$ cat config.mk
export PLATFORM = sky130hd
export DESIGN_NAME = dcce_engine
export DESIGN_NICKNAME = d
export VERILOG_FILES = /design/src/rtl/dcce_pkg.sv /design/src/rtl/dcce_engine.sv
export SDC_FILE = /design/constraint.sdc
export NUM_CORES = 2
export LEC_CHECK = 0
export BUFFER_PORTS_ARGS = -buffer_cell sky130_fd_sc_hd__clkbuf_2
export CORE_MARGIN = 2
export CORE_UTILIZATION = 63
export CTS_BUF_LIST = sky130_fd_sc_hd__clkbuf_8 sky130_fd_sc_hd__clkbuf_16
export DETAILED_ROUTE_END_ITERATION = 8
export PLACE_DENSITY = 0.88
export SYNTH_ARGS = -nofsm -noshare
export SYNTH_HDL_FRONTEND = slang
export SYNTH_SLANG_ARGS = --single-unit
$ cat constraint.sdc
create_clock -name hclk -period 12 [get_ports hclk]
set_input_delay 1.2 -clock hclk [delete_from_list [all_inputs] [get_ports hclk]]
set_output_delay 1.2 -clock hclk [all_outputs]
set_load 0.02 [all_outputs]
$ cat src/rtl/dcce_pkg.sv
// Shared constants for the correction engine
package dcce_pkg;
  localparam int CHANNELS = 8;
  localparam int CODE_W = 16;
  // Register map, one aligned word each
  localparam logic [7:0] OFS_CONFIG = 8'h00;
  localparam logic [7:0] OFS_BUSY = 8'h04;
  localparam logic [7:0] OFS_INPUT = 8'h20;
  localparam logic [7:0] OFS_GAIN = 8'h40;
  localparam logic [7:0] OFS_ZERO = 8'h60;
  localparam logic [7:0] OFS_OUT = 8'h80;
  // Field positions
  localparam int CFG_ENABLE_BIT = 0;
  localparam int BUSY_GLOBAL_BIT = 8;
  // Reset values
  localparam logic [15:0] GAIN_RESET = 16'h8000;
  localparam logic [15:0] ZERO_RESET = 16'h0000;
  localparam logic [15:0] INPUT_RESET = 16'h0000;
  localparam logic [15:0] OUT_RESET = 16'h0000;
  // Datapath constants
  localparam logic [16:0] GAIN_BIAS = 17'h0_8000;
  localparam logic [31:0] ROUND_HALF = 32'h0000_8000;
  // Correction time
  localparam int CORR_TIME_NS = 500;
  localparam int CLK_PERIOD_NS = 25;
  localparam int CORR_CYCLES = CORR_TIME_NS / CLK_PERIOD_NS;
  localparam logic [4:0] CORR_LAST = 5'(CORR_CYCLES - 1);
  typedef enum logic [1:0] {
    DCCE_IDLE = 2'b01,
    DCCE_CALC = 2'b10
  } dcce_state_t;
endpackage

$ cat src/rtl/dcce_engine.sv
// Eight-channel gain and zero correction engine behind an AHB-Lite slave
`timescale 1ns/100ps
module dcce_engine
  import dcce_pkg::*;
(
  input wire logic hclk,
  input wire logic hresetn,
  input wire logic hsel,
  input wire logic [7:0] haddr,
  input wire logic [1:0] htrans,
  input wire logic hwrite,
  input wire logic [2:0] hsize,
  input wire logic [31:0] hwdata,
  input wire logic hready,
  output logic [31:0] hrdata,
  output logic hreadyout,
  output logic hresp,
  output logic busy_n_out,
  output logic busy_n_oe,
  output logic [CODE_W*CHANNELS-1:0] out_code,
  output logic group_a_active,
  output logic group_b_active
);

  // Address phase capture
  logic wr_pend_reg;
  logic [7:0] wr_addr_reg;
  logic rd_pend_reg;
  logic [7:0] rd_addr_reg;
  wire addr_valid = hsel && hready && htrans[1];

  always_ff @(posedge hclk or negedge hresetn) begin
    if (!hresetn) begin
      wr_pend_reg <= 1'b0;
      rd_pend_reg <= 1'b0;
      wr_addr_reg <= 8'h00;
      rd_addr_reg <= 8'h00;
    end else begin
      wr_pend_reg <= addr_valid && hwrite;
      rd_pend_reg <= addr_valid && !hwrite;
      wr_addr_reg <= haddr;
      rd_addr_reg <= haddr;
    end
  end

  // Zero wait-state, always OKAY
  assign hreadyout = 1'b1;
  assign hresp = 1'b0;

  // Write decode
  wire [2:0] wr_ch = wr_addr_reg[4:2];
  wire wr_cfg = wr_pend_reg && (wr_addr_reg == OFS_CONFIG);
  wire wr_in = wr_pend_reg && (wr_addr_reg[7:5] == OFS_INPUT[7:5]);
  wire wr_gain = wr_pend_reg && (wr_addr_reg[7:5] == OFS_GAIN[7:5]);
  wire wr_zero = wr_pend_reg && (wr_addr_reg[7:5] == OFS_ZERO[7:5]);
  wire wr_chan = wr_in || wr_gain || wr_zero;

  // Configuration
  logic enable_reg;
  always_ff @(posedge hclk or negedge hresetn) begin
    if (!hresetn) begin
      enable_reg <= 1'b0;
    end else if (wr_cfg) begin
      enable_reg <= hwdata[CFG_ENABLE_BIT];
    end
  end

  // Per-channel storage
  logic [15:0] in_reg [CHANNELS];
  logic [15:0] gain_reg [CHANNELS];
  logic [15:0] zero_reg [CHANNELS];
  logic [15:0] out_reg [CHANNELS];
  logic [CHANNELS-1:0] pend_reg;
  logic [CHANNELS-1:0] done_mask;
  logic [15:0] result;
  logic [2:0] cur_ch_reg;

  // Engine state
  dcce_state_t state_reg;
  dcce_state_t state_next;
  logic [4:0] cnt_reg;
  logic [2:0] pick_ch;
  logic pick_any;
  wire calc_done = (state_reg == DCCE_CALC) && (cnt_reg == CORR_LAST);

  // Fixed priority pick, lowest index wins
  always_comb begin
    pick_ch = 3'd0;
    pick_any = 1'b0;
    for (int i = CHANNELS - 1; i >= 0; i--) begin
      if (pend_reg[i]) begin
        pick_ch = 3'(i);
        pick_any = 1'b1;
      end
    end
  end

  generate
    for (genvar c = 0; c < CHANNELS; c++) begin : g_ch
      wire sel = wr_chan && (wr_ch == 3'(c));
      wire fin = calc_done && (cur_ch_reg == 3'(c));
      assign done_mask[c] = fin;
      assign out_code[c*CODE_W +: CODE_W] = out_reg[c];

      // Trim and code storage
      always_ff @(posedge hclk or negedge hresetn) begin
        if (!hresetn) begin
          in_reg[c] <= INPUT_RESET;
          gain_reg[c] <= GAIN_RESET;
          zero_reg[c] <= ZERO_RESET;
        end else begin
          if (sel && wr_in) begin
            in_reg[c] <= hwdata[15:0];
          end
          if (sel && wr_gain) begin
            gain_reg[c] <= hwdata[15:0];
          end
          if (sel && wr_zero) begin
            zero_reg[c] <= hwdata[15:0];
          end
        end
      end

      // Output register: bypass when disabled, else engine result
      always_ff @(posedge hclk or negedge hresetn) begin
        if (!hresetn) begin
          out_reg[c] <= OUT_RESET;
        end else if (!enable_reg && sel && wr_in) begin
          out_reg[c] <= hwdata[15:0];
        end else if (fin) begin
          out_reg[c] <= result;
        end
      end

      // Pending flag, a new write wins over completion
      always_ff @(posedge hclk or negedge hresetn) begin
        if (!hresetn) begin
          pend_reg[c] <= 1'b0;
        end else if (!enable_reg) begin
          pend_reg[c] <= 1'b0;
        end else if (sel) begin
          pend_reg[c] <= 1'b1;
        end else if (fin) begin
          pend_reg[c] <= 1'b0;
        end
      end
    end
  endgenerate

  // Datapath on current channel, latest register contents
  logic [16:0] gain_coef;
  logic [32:0] product;
  logic [17:0] scaled;
  logic signed [18:0] sum;
  always_comb begin
    gain_coef = {1'b0, gain_reg[cur_ch_reg]} + GAIN_BIAS;
    product = {17'h0_0000, in_reg[cur_ch_reg]} * {16'h0000, gain_coef};
    scaled = 18'((product + {1'b0, ROUND_HALF}) >> 16);
    sum = signed'({1'b0, scaled}) + 19'(signed'(zero_reg[cur_ch_reg]));
    if (sum < 0) begin
      result = 16'h0000;
    end else if (sum > 19'sh0_FFFF) begin
      result = 16'hFFFF;
    end else begin
      result = sum[15:0];
    end
  end

  // Sequencer: one channel at a time
  always_comb begin
    state_next = state_reg;
    unique case (state_reg)
      DCCE_IDLE: begin
        if (enable_reg && pick_any) begin
          state_next = DCCE_CALC;
        end
      end
      DCCE_CALC: begin
        if (!enable_reg || calc_done) begin
          state_next = DCCE_IDLE;
        end
      end
    endcase
  end

  always_ff @(posedge hclk or negedge hresetn) begin
    if (!hresetn) begin
      state_reg <= DCCE_IDLE;
      cnt_reg <= 5'd0;
      cur_ch_reg <= 3'd0;
    end else begin
      state_reg <= state_next;
      if (state_reg == DCCE_IDLE) begin
        cnt_reg <= 5'd0;
        cur_ch_reg <= pick_ch;
      end else begin
        cnt_reg <= cnt_reg + 5'd1;
      end
    end
  end

  // Activity flag and open-drain busy
  wire active = enable_reg && (state_reg == DCCE_CALC);
  assign busy_n_out = 1'b0;
  assign busy_n_oe = active;
  assign group_a_active = active && !cur_ch_reg[2];
  assign group_b_active = active && cur_ch_reg[2];

  // Read mux
  wire [2:0] rd_ch = rd_addr_reg[4:2];
  wire [31:0] rd_word =
    (rd_addr_reg == OFS_CONFIG) ? {31'h0, enable_reg} :
    (rd_addr_reg == OFS_BUSY) ? {23'h0, active, pend_reg} :
    (rd_addr_reg[7:5] == OFS_INPUT[7:5]) ? {16'h0, in_reg[rd_ch]} :
    (rd_addr_reg[7:5] == OFS_GAIN[7:5]) ? {16'h0, gain_reg[rd_ch]} :
    (rd_addr_reg[7:5] == OFS_ZERO[7:5]) ? {16'h0, zero_reg[rd_ch]} :
    (rd_addr_reg[7:5] == OFS_OUT[7:5]) ? {16'h0, out_reg[rd_ch]} : 32'h0000_0000;
  assign hrdata = rd_pend_reg ? rd_word : 32'h0000_0000;

endmodule

# After elaboration in Yosys (flattened, before gate mapping)
# Cells that the tools add are included.
# classes
add_sub_neg,4
n_mul,1
n_lt_le_gt_ge,4
eq_ne,32
mux,90
bitwise_logic,2
reduce_logical,87
# ops
op,count
2-to-1 mux 16 bit,39
binary-select mux 16 bit (select 3 bit),7
logical AND 1 bit,69
"adder 33 x 16 -> 33 bit, second input constant",1
multiplier 16 x 17 -> 33 bit,1
2-to-1 mux 1 bit,32
"== test 3 bit, second input constant",9
2-to-1 mux 3 bit,8
"!= test 3 x 1 -> 1 bit, second input constant",8
adder 18 x 16 -> 19 bit,1
"> comparator 19 x 17 -> 1 bit, second input constant",1
"less-than comparator 19 x 1 -> 1 bit, second input constant",1
"== test 3 x 2 -> 1 bit, second input constant",6
"adder 16 x 16 -> 17 bit, second input constant",1
nonzero test 2 bit,8
"== test 3 x 1 -> 1 bit, second input constant",3
"== test 8 x 3 -> 1 bit, second input constant",1
"greater-or-equal comparator 4 bit, second input constant",2
logical NOT 8 bit,1
NOT 3 -> 4 bit,2
logical NOT 3 bit,2
"adder 5 x 1 -> 5 bit, second input constant",1
"== test 5 bit, second input constant",1
2-to-1 mux 5 bit,1
9 further kinds,14
# word_totals
ff_bits,541
in_bits,50
out_inout_bits,166
elab_cells,267

# Longest topological paths before layout
# depth
ltp_word,13
ltp_mapped,40
mapped_depth_nobuf,34

# Worst setup path before layout
# Ideal clock, no wire load.
# synth_timing
path_type,register to register
from,register cur_ch_reg[1]
to,register out_reg (netlist bit out_code[101])
setup_ps,131
arrival_time_ps,9231
t_required_ps,11869
setup_slack_ps,2639
stages_incl_launch_ff,36
n_path_buf,6
period_less_slack_ps,9361
cell_sequence,dfrtp_1 buf_6 buf_6 buf_2 buf_1 mux4_2 mux2i_1 clkbuf_1 nor2_1 fa_1 inv_1 fa_1 fa_1 inv_1 fa_1 fa_1 fa_1 ha_1 a21o_1 a21o_1 a2111oi_0 o41ai_2 a41oi_1 o21bai_2 a41oi_1 xnor2_1 ha_1 o21ai_0 a211oi_1 nand3_1 a21boi_2 nand3b_1 a31oi_2 buf_4 nor3_4 o21ai_1
# synth_between
elab_chain_len,13
# synth_rtl
item,line,source
from (decl),dcce_engine.sv:76,logic [2:0] cur_ch_reg;
from (signal assigned),dcce_engine.sv:195,cur_ch_reg <= pick_ch;
NOT 3 -> 4 bit (implied by the code),"dcce_engine.sv:156, dcce_engine.sv:157, dcce_engine.sv:159",
binary-select mux 16 bit (select 3 bit),dcce_engine.sv:156,"gain_coef = {1'b0, gain_reg[cur_ch_reg]} + GAIN_BIAS;"
2-to-1 mux 16 bit (implied by the code) (2 in a row),dcce_engine.sv:156,
adder 16 x 16 -> 17 bit,dcce_engine.sv:156,
multiplier 16 x 17 -> 33 bit,dcce_engine.sv:157,"product = {17'h0_0000, in_reg[cur_ch_reg]} * {16'h0000, gain_coef};"
adder 33 x 16 -> 33 bit,dcce_engine.sv:158,"scaled = 18'((product + {1'b0, ROUND_HALF}) >> 16);"
adder 18 x 16 -> 19 bit,dcce_engine.sv:159,"sum = signed'({1'b0, scaled}) + 19'(signed'(zero_reg[cur_ch_reg]));"
> comparator 19 x 17 -> 1 bit,dcce_engine.sv:162,end else if (sum > 19'sh0_FFFF) begin
2-to-1 mux 16 bit,dcce_engine.sv:162,
2-to-1 mux 16 bit,dcce_engine.sv:160,if (sum < 0) begin
2-to-1 mux 16 bit,dcce_engine.sv:130,end else if (fin) begin
2-to-1 mux 16 bit,dcce_engine.sv:128,end else if (!enable_reg && sel && wr_in) begin
"to (signal, indexed assignment)",dcce_engine.sv:129,out_reg[c] <= hwdata[15:0];
"to (signal, indexed assignment)",dcce_engine.sv:131,out_reg[c] <= result;
to (decl),dcce_engine.sv:72,logic [15:0] out_reg [CHANNELS];
# Several ways; a longest one is shown, not always the timed one. The select of a mux whose other input is x is not followed.
# A chain may end at the register's enable or synchronous reset.

# Final worst setup path
# layout_timing
from,register cur_ch_reg[0]
to,register out_reg (netlist bit out_code[42])
# The elaborated chain is that of the path after synthesis.

==> impl_metrics.toml <==
[sta]
slew_headroom_pct = 6.52
finalSetupViolCount = 0
worst_pin_slew_ns = 1.40
hold_viol_final = 0
finalCritPeriodShare_pct = 94.6
slew_violations = 0
clock_skew_ns = 0.0235
min_period_ns = 11.36
rsz0062_at_grt = "false"
clock.fmax_mhz = 88.1
tns_ns = 0

[grt]
overflow = 0
grt_pass1_vias = 29800
grtUsageTotal_pct = 38.1
antenna_found_initial = 3
grt_pass1_wl_um = 178000
grt_max_degree = 185

[yosys]
synthAdderAreaFrac_pct = 15.3
synth.area.mux_share_pct = 28.2
yosys.area_share.simple_pct = 6.55
syn_inst = 3119
ys.flop_type = "dfrtp_1"
synth_top_family_by_area = "multiplexers"
synth-edff-count = 0
synth_warnings = 0
synth_compound_area_share_pct = 7.77
avgSynthCellArea_um2 = 12.1
ys_seq_area_share_pct = 35.8
syn_area_um2 = 37800
synth-xor-area-share_pct = 0.831
ys_ff_latch = 541
yosysUniqueCellTypes = 73
synth-async-reset-ratio_pct = 100

[setup_path]
start_kind = "flop"
path_common_cell = "fa_1"
required_ns = 12.43
cp_max_fo = 46
critPathKind = "flop to flop"
slowest_stage = "dfrtp_4"
slowest_delay_ns = 1.05
endpoint_kind = "flop"
critical_path_arrival_ns = 11.79

[final_layout]
drive_above_1_share_pct = 33.1
final_nets = 3611
syn2layout_area_growth_pct = 9.44
post-route-util_pct = 70.0
fill_cells = 3784
regArea_um2 = 13600
multiInputGateArea_um2 = 22300

[hold_path]
hp-class = "flop to flop"

[cts]
clk_path_buf_depth = 3
cts_buffers = 53
holdBufCountCts = 0
cts-root-buf = "clkbuf_16"
htree_levels = 2
post_cts_buffers = 0
cts.sinks = 541
tritoncts = "built"
cts_resized = 0
clock_latency_ns = 0.62
path_clk_slew_ns = 0.06

[status]
status = "completed"

[die]
core_area_um2 = 59100
die_area_um2 = 62000
initial_core_util_pct = 63.9
rows = 89
die_h_um = 249
dieWidth_um = 249
io_pins = 216

[place]
dp.final_hpwl_um = 78000
place_congestion = 0.963
io_buffers = 176

[route]
detail_route.wl_per_cell_um = 28.9
dr.pass1.iters = 6
ant_nets = 0
finalWirelength_um = 117000
drc_errors = 0
vias = 28500
drtIter0Drc = 3453
avgViaCountPerCell = 7.06

[job]
drv_cap = 0
cells by family (layout without fill, tap and decap cells):
kind of cell             count (synthesis)  count (layout)
multiplexers                           719             719
flip-flops                             541             541
AND/OR/NAND/NOR                        523             523
buffers and inverters                  506             632
AO/OA/AOI/OAI                          455             455
adder cells (fa/ha/maj)                338             338
XOR/XNOR                                35              35
other                                    2              25
Yosys cell counts, types with 11 or more instances:
| cell | n | area [µm²] |
|---|---|---|
| dfrtp_1 | 532 | 13300 |
| o21ai_1 | 44 | 220 |
| a21o_1 | 19 | 143 |
| clkbuf_1 | 146 | 548 |
| buf_2 | 37 | 185 |
| mux4_2 | 233 | 5250 |
| nor2b_1 | 23 | 144 |
| ha_1 | 130 | 1630 |
| a21oi_1 | 55 | 275 |
| mux2_2 | 429 | 4830 |
| a211oi_1 | 11 | 82.6 |
| nand2_1 | 182 | 683 |
| buf_1 | 20 | 75.1 |
| nor3_1 | 15 | 75.1 |
| mux2i_1 | 55 | 551 |
| nand3_1 | 21 | 105 |
| and2_1 | 22 | 138 |
| nand3b_1 | 11 | 82.6 |
| xnor2_1 | 24 | 210 |
| nand2b_1 | 23 | 144 |
| buf_4 | 24 | 180 |
| a22oi_1 | 130 | 976 |
| o22ai_1 | 20 | 125 |
| o21ai_0 | 117 | 586 |
| inv_1 | 276 | 1040 |
| nor2_1 | 185 | 694 |
| fa_1 | 208 | 4160 |
metal layers:
layer	global-route usage, %	vias to the layer above	part of all wire [%]	wire, µm
met5	0	-	0.010	12
met4	25.3	2	8.2	9530
met3	11.1	637	13	14900
met2	58.6	2257	46	53300
met1	47.3	14400	33	38900
li1	-	11300	-	-
critical path: cells and delay by family, from the launching register on:
kind	cells	cell delay [ns]
AND/OR/NAND/NOR	3	0.54
multiplexers	3	1.79
XOR/XNOR	1	0.17
flip-flops	1	1.05
AO/OA/AOI/OAI	11	3.48
adder cells (fa/ha/maj)	8	3.78
buffers and inverters	5	0.29
cell usage in the layout, fill, tap and decap left out, types with 23 or more instances in the layout:
cell type / netlist / final
o21ai_0: 117 / 117
xnor2_1: 24 / 24
dfrtp_1: 532 / 526
mux2_2: 429 / 429
nand2b_1: 23 / 23
nor2_1: 185 / 168
a21oi_1: 55 / 55
buf_4: 24 / 79
a22oi_1: 130 / 130
inv_1: 276 / 285
mux4_2: 233 / 233
nand2_1: 182 / 182
clkbuf_2: 0 / 175
o21ai_1: 44 / 44
conb_1: 2 / 23
mux2i_1: 55 / 55
fa_1: 208 / 208
clkbuf_16: 0 / 55
ha_1: 130 / 130
path summary, 6_finish.rpt:
| check | slack [ns] | startpoint | endpoint | depth (start not counted) |
|---|---|---|---|---|
| min in group asynchronous | 0.61 | hresetn | out_code[108]$_DFFE_PN0P_ | 1 |
| min | 0.47 | cnt_reg[0]$_DFF_PN0_ | cnt_reg[0]$_DFF_PN0_ | 1 |
| max reg2reg | 0.64 | cur_ch_reg[0]$_DFFE_PN0P_ | out_code[42]$_DFFE_PN0P_ | 31 |
| max in group asynchronous | 9.75 | hresetn | rd_addr_reg[4]$_DFF_PN0_ | 2 |
| max | 0.64 | cur_ch_reg[0]$_DFFE_PN0P_ | out_code[42]$_DFFE_PN0P_ | 31 |
| min reg2reg | 0.47 | cnt_reg[0]$_DFF_PN0_ | cnt_reg[0]$_DFF_PN0_ | 1 |
through the flow:
step | instance area [µm²] | cells | worst slack, ns | hold slack [ns]
after floorplan | 37900 | 3140 | 2.64 | 0.432
after global placement | 39500 | 3941 | 1.15 | 0.447
after detailed placement | 39500 | 3941 | 0.986 | 0.460
after CTS | 41400 | 4039 | 0.932 | 0.468
after global routing | 41400 | 4041 | 0.167 | 0.478
final | 41400 | 4041 | 0.643 | 0.475
cell type report:
type                            count  share of cell area (%)
Antenna cell                        2                  0.0121
Clock buffer                       64                    3.63
Clock inverter                     34                   0.950
Inverter                          276                    2.50
Multi-Input combinational cell   2093                    54.0
Sequential cell                   541                    32.8
Tap cell                          773                    2.34
Timing Repair Buffer              258                    3.73
Power is left out: the tool's default activity adds up to more than one toggle a clock period on the data nets, which glitch-free logic cannot reach.
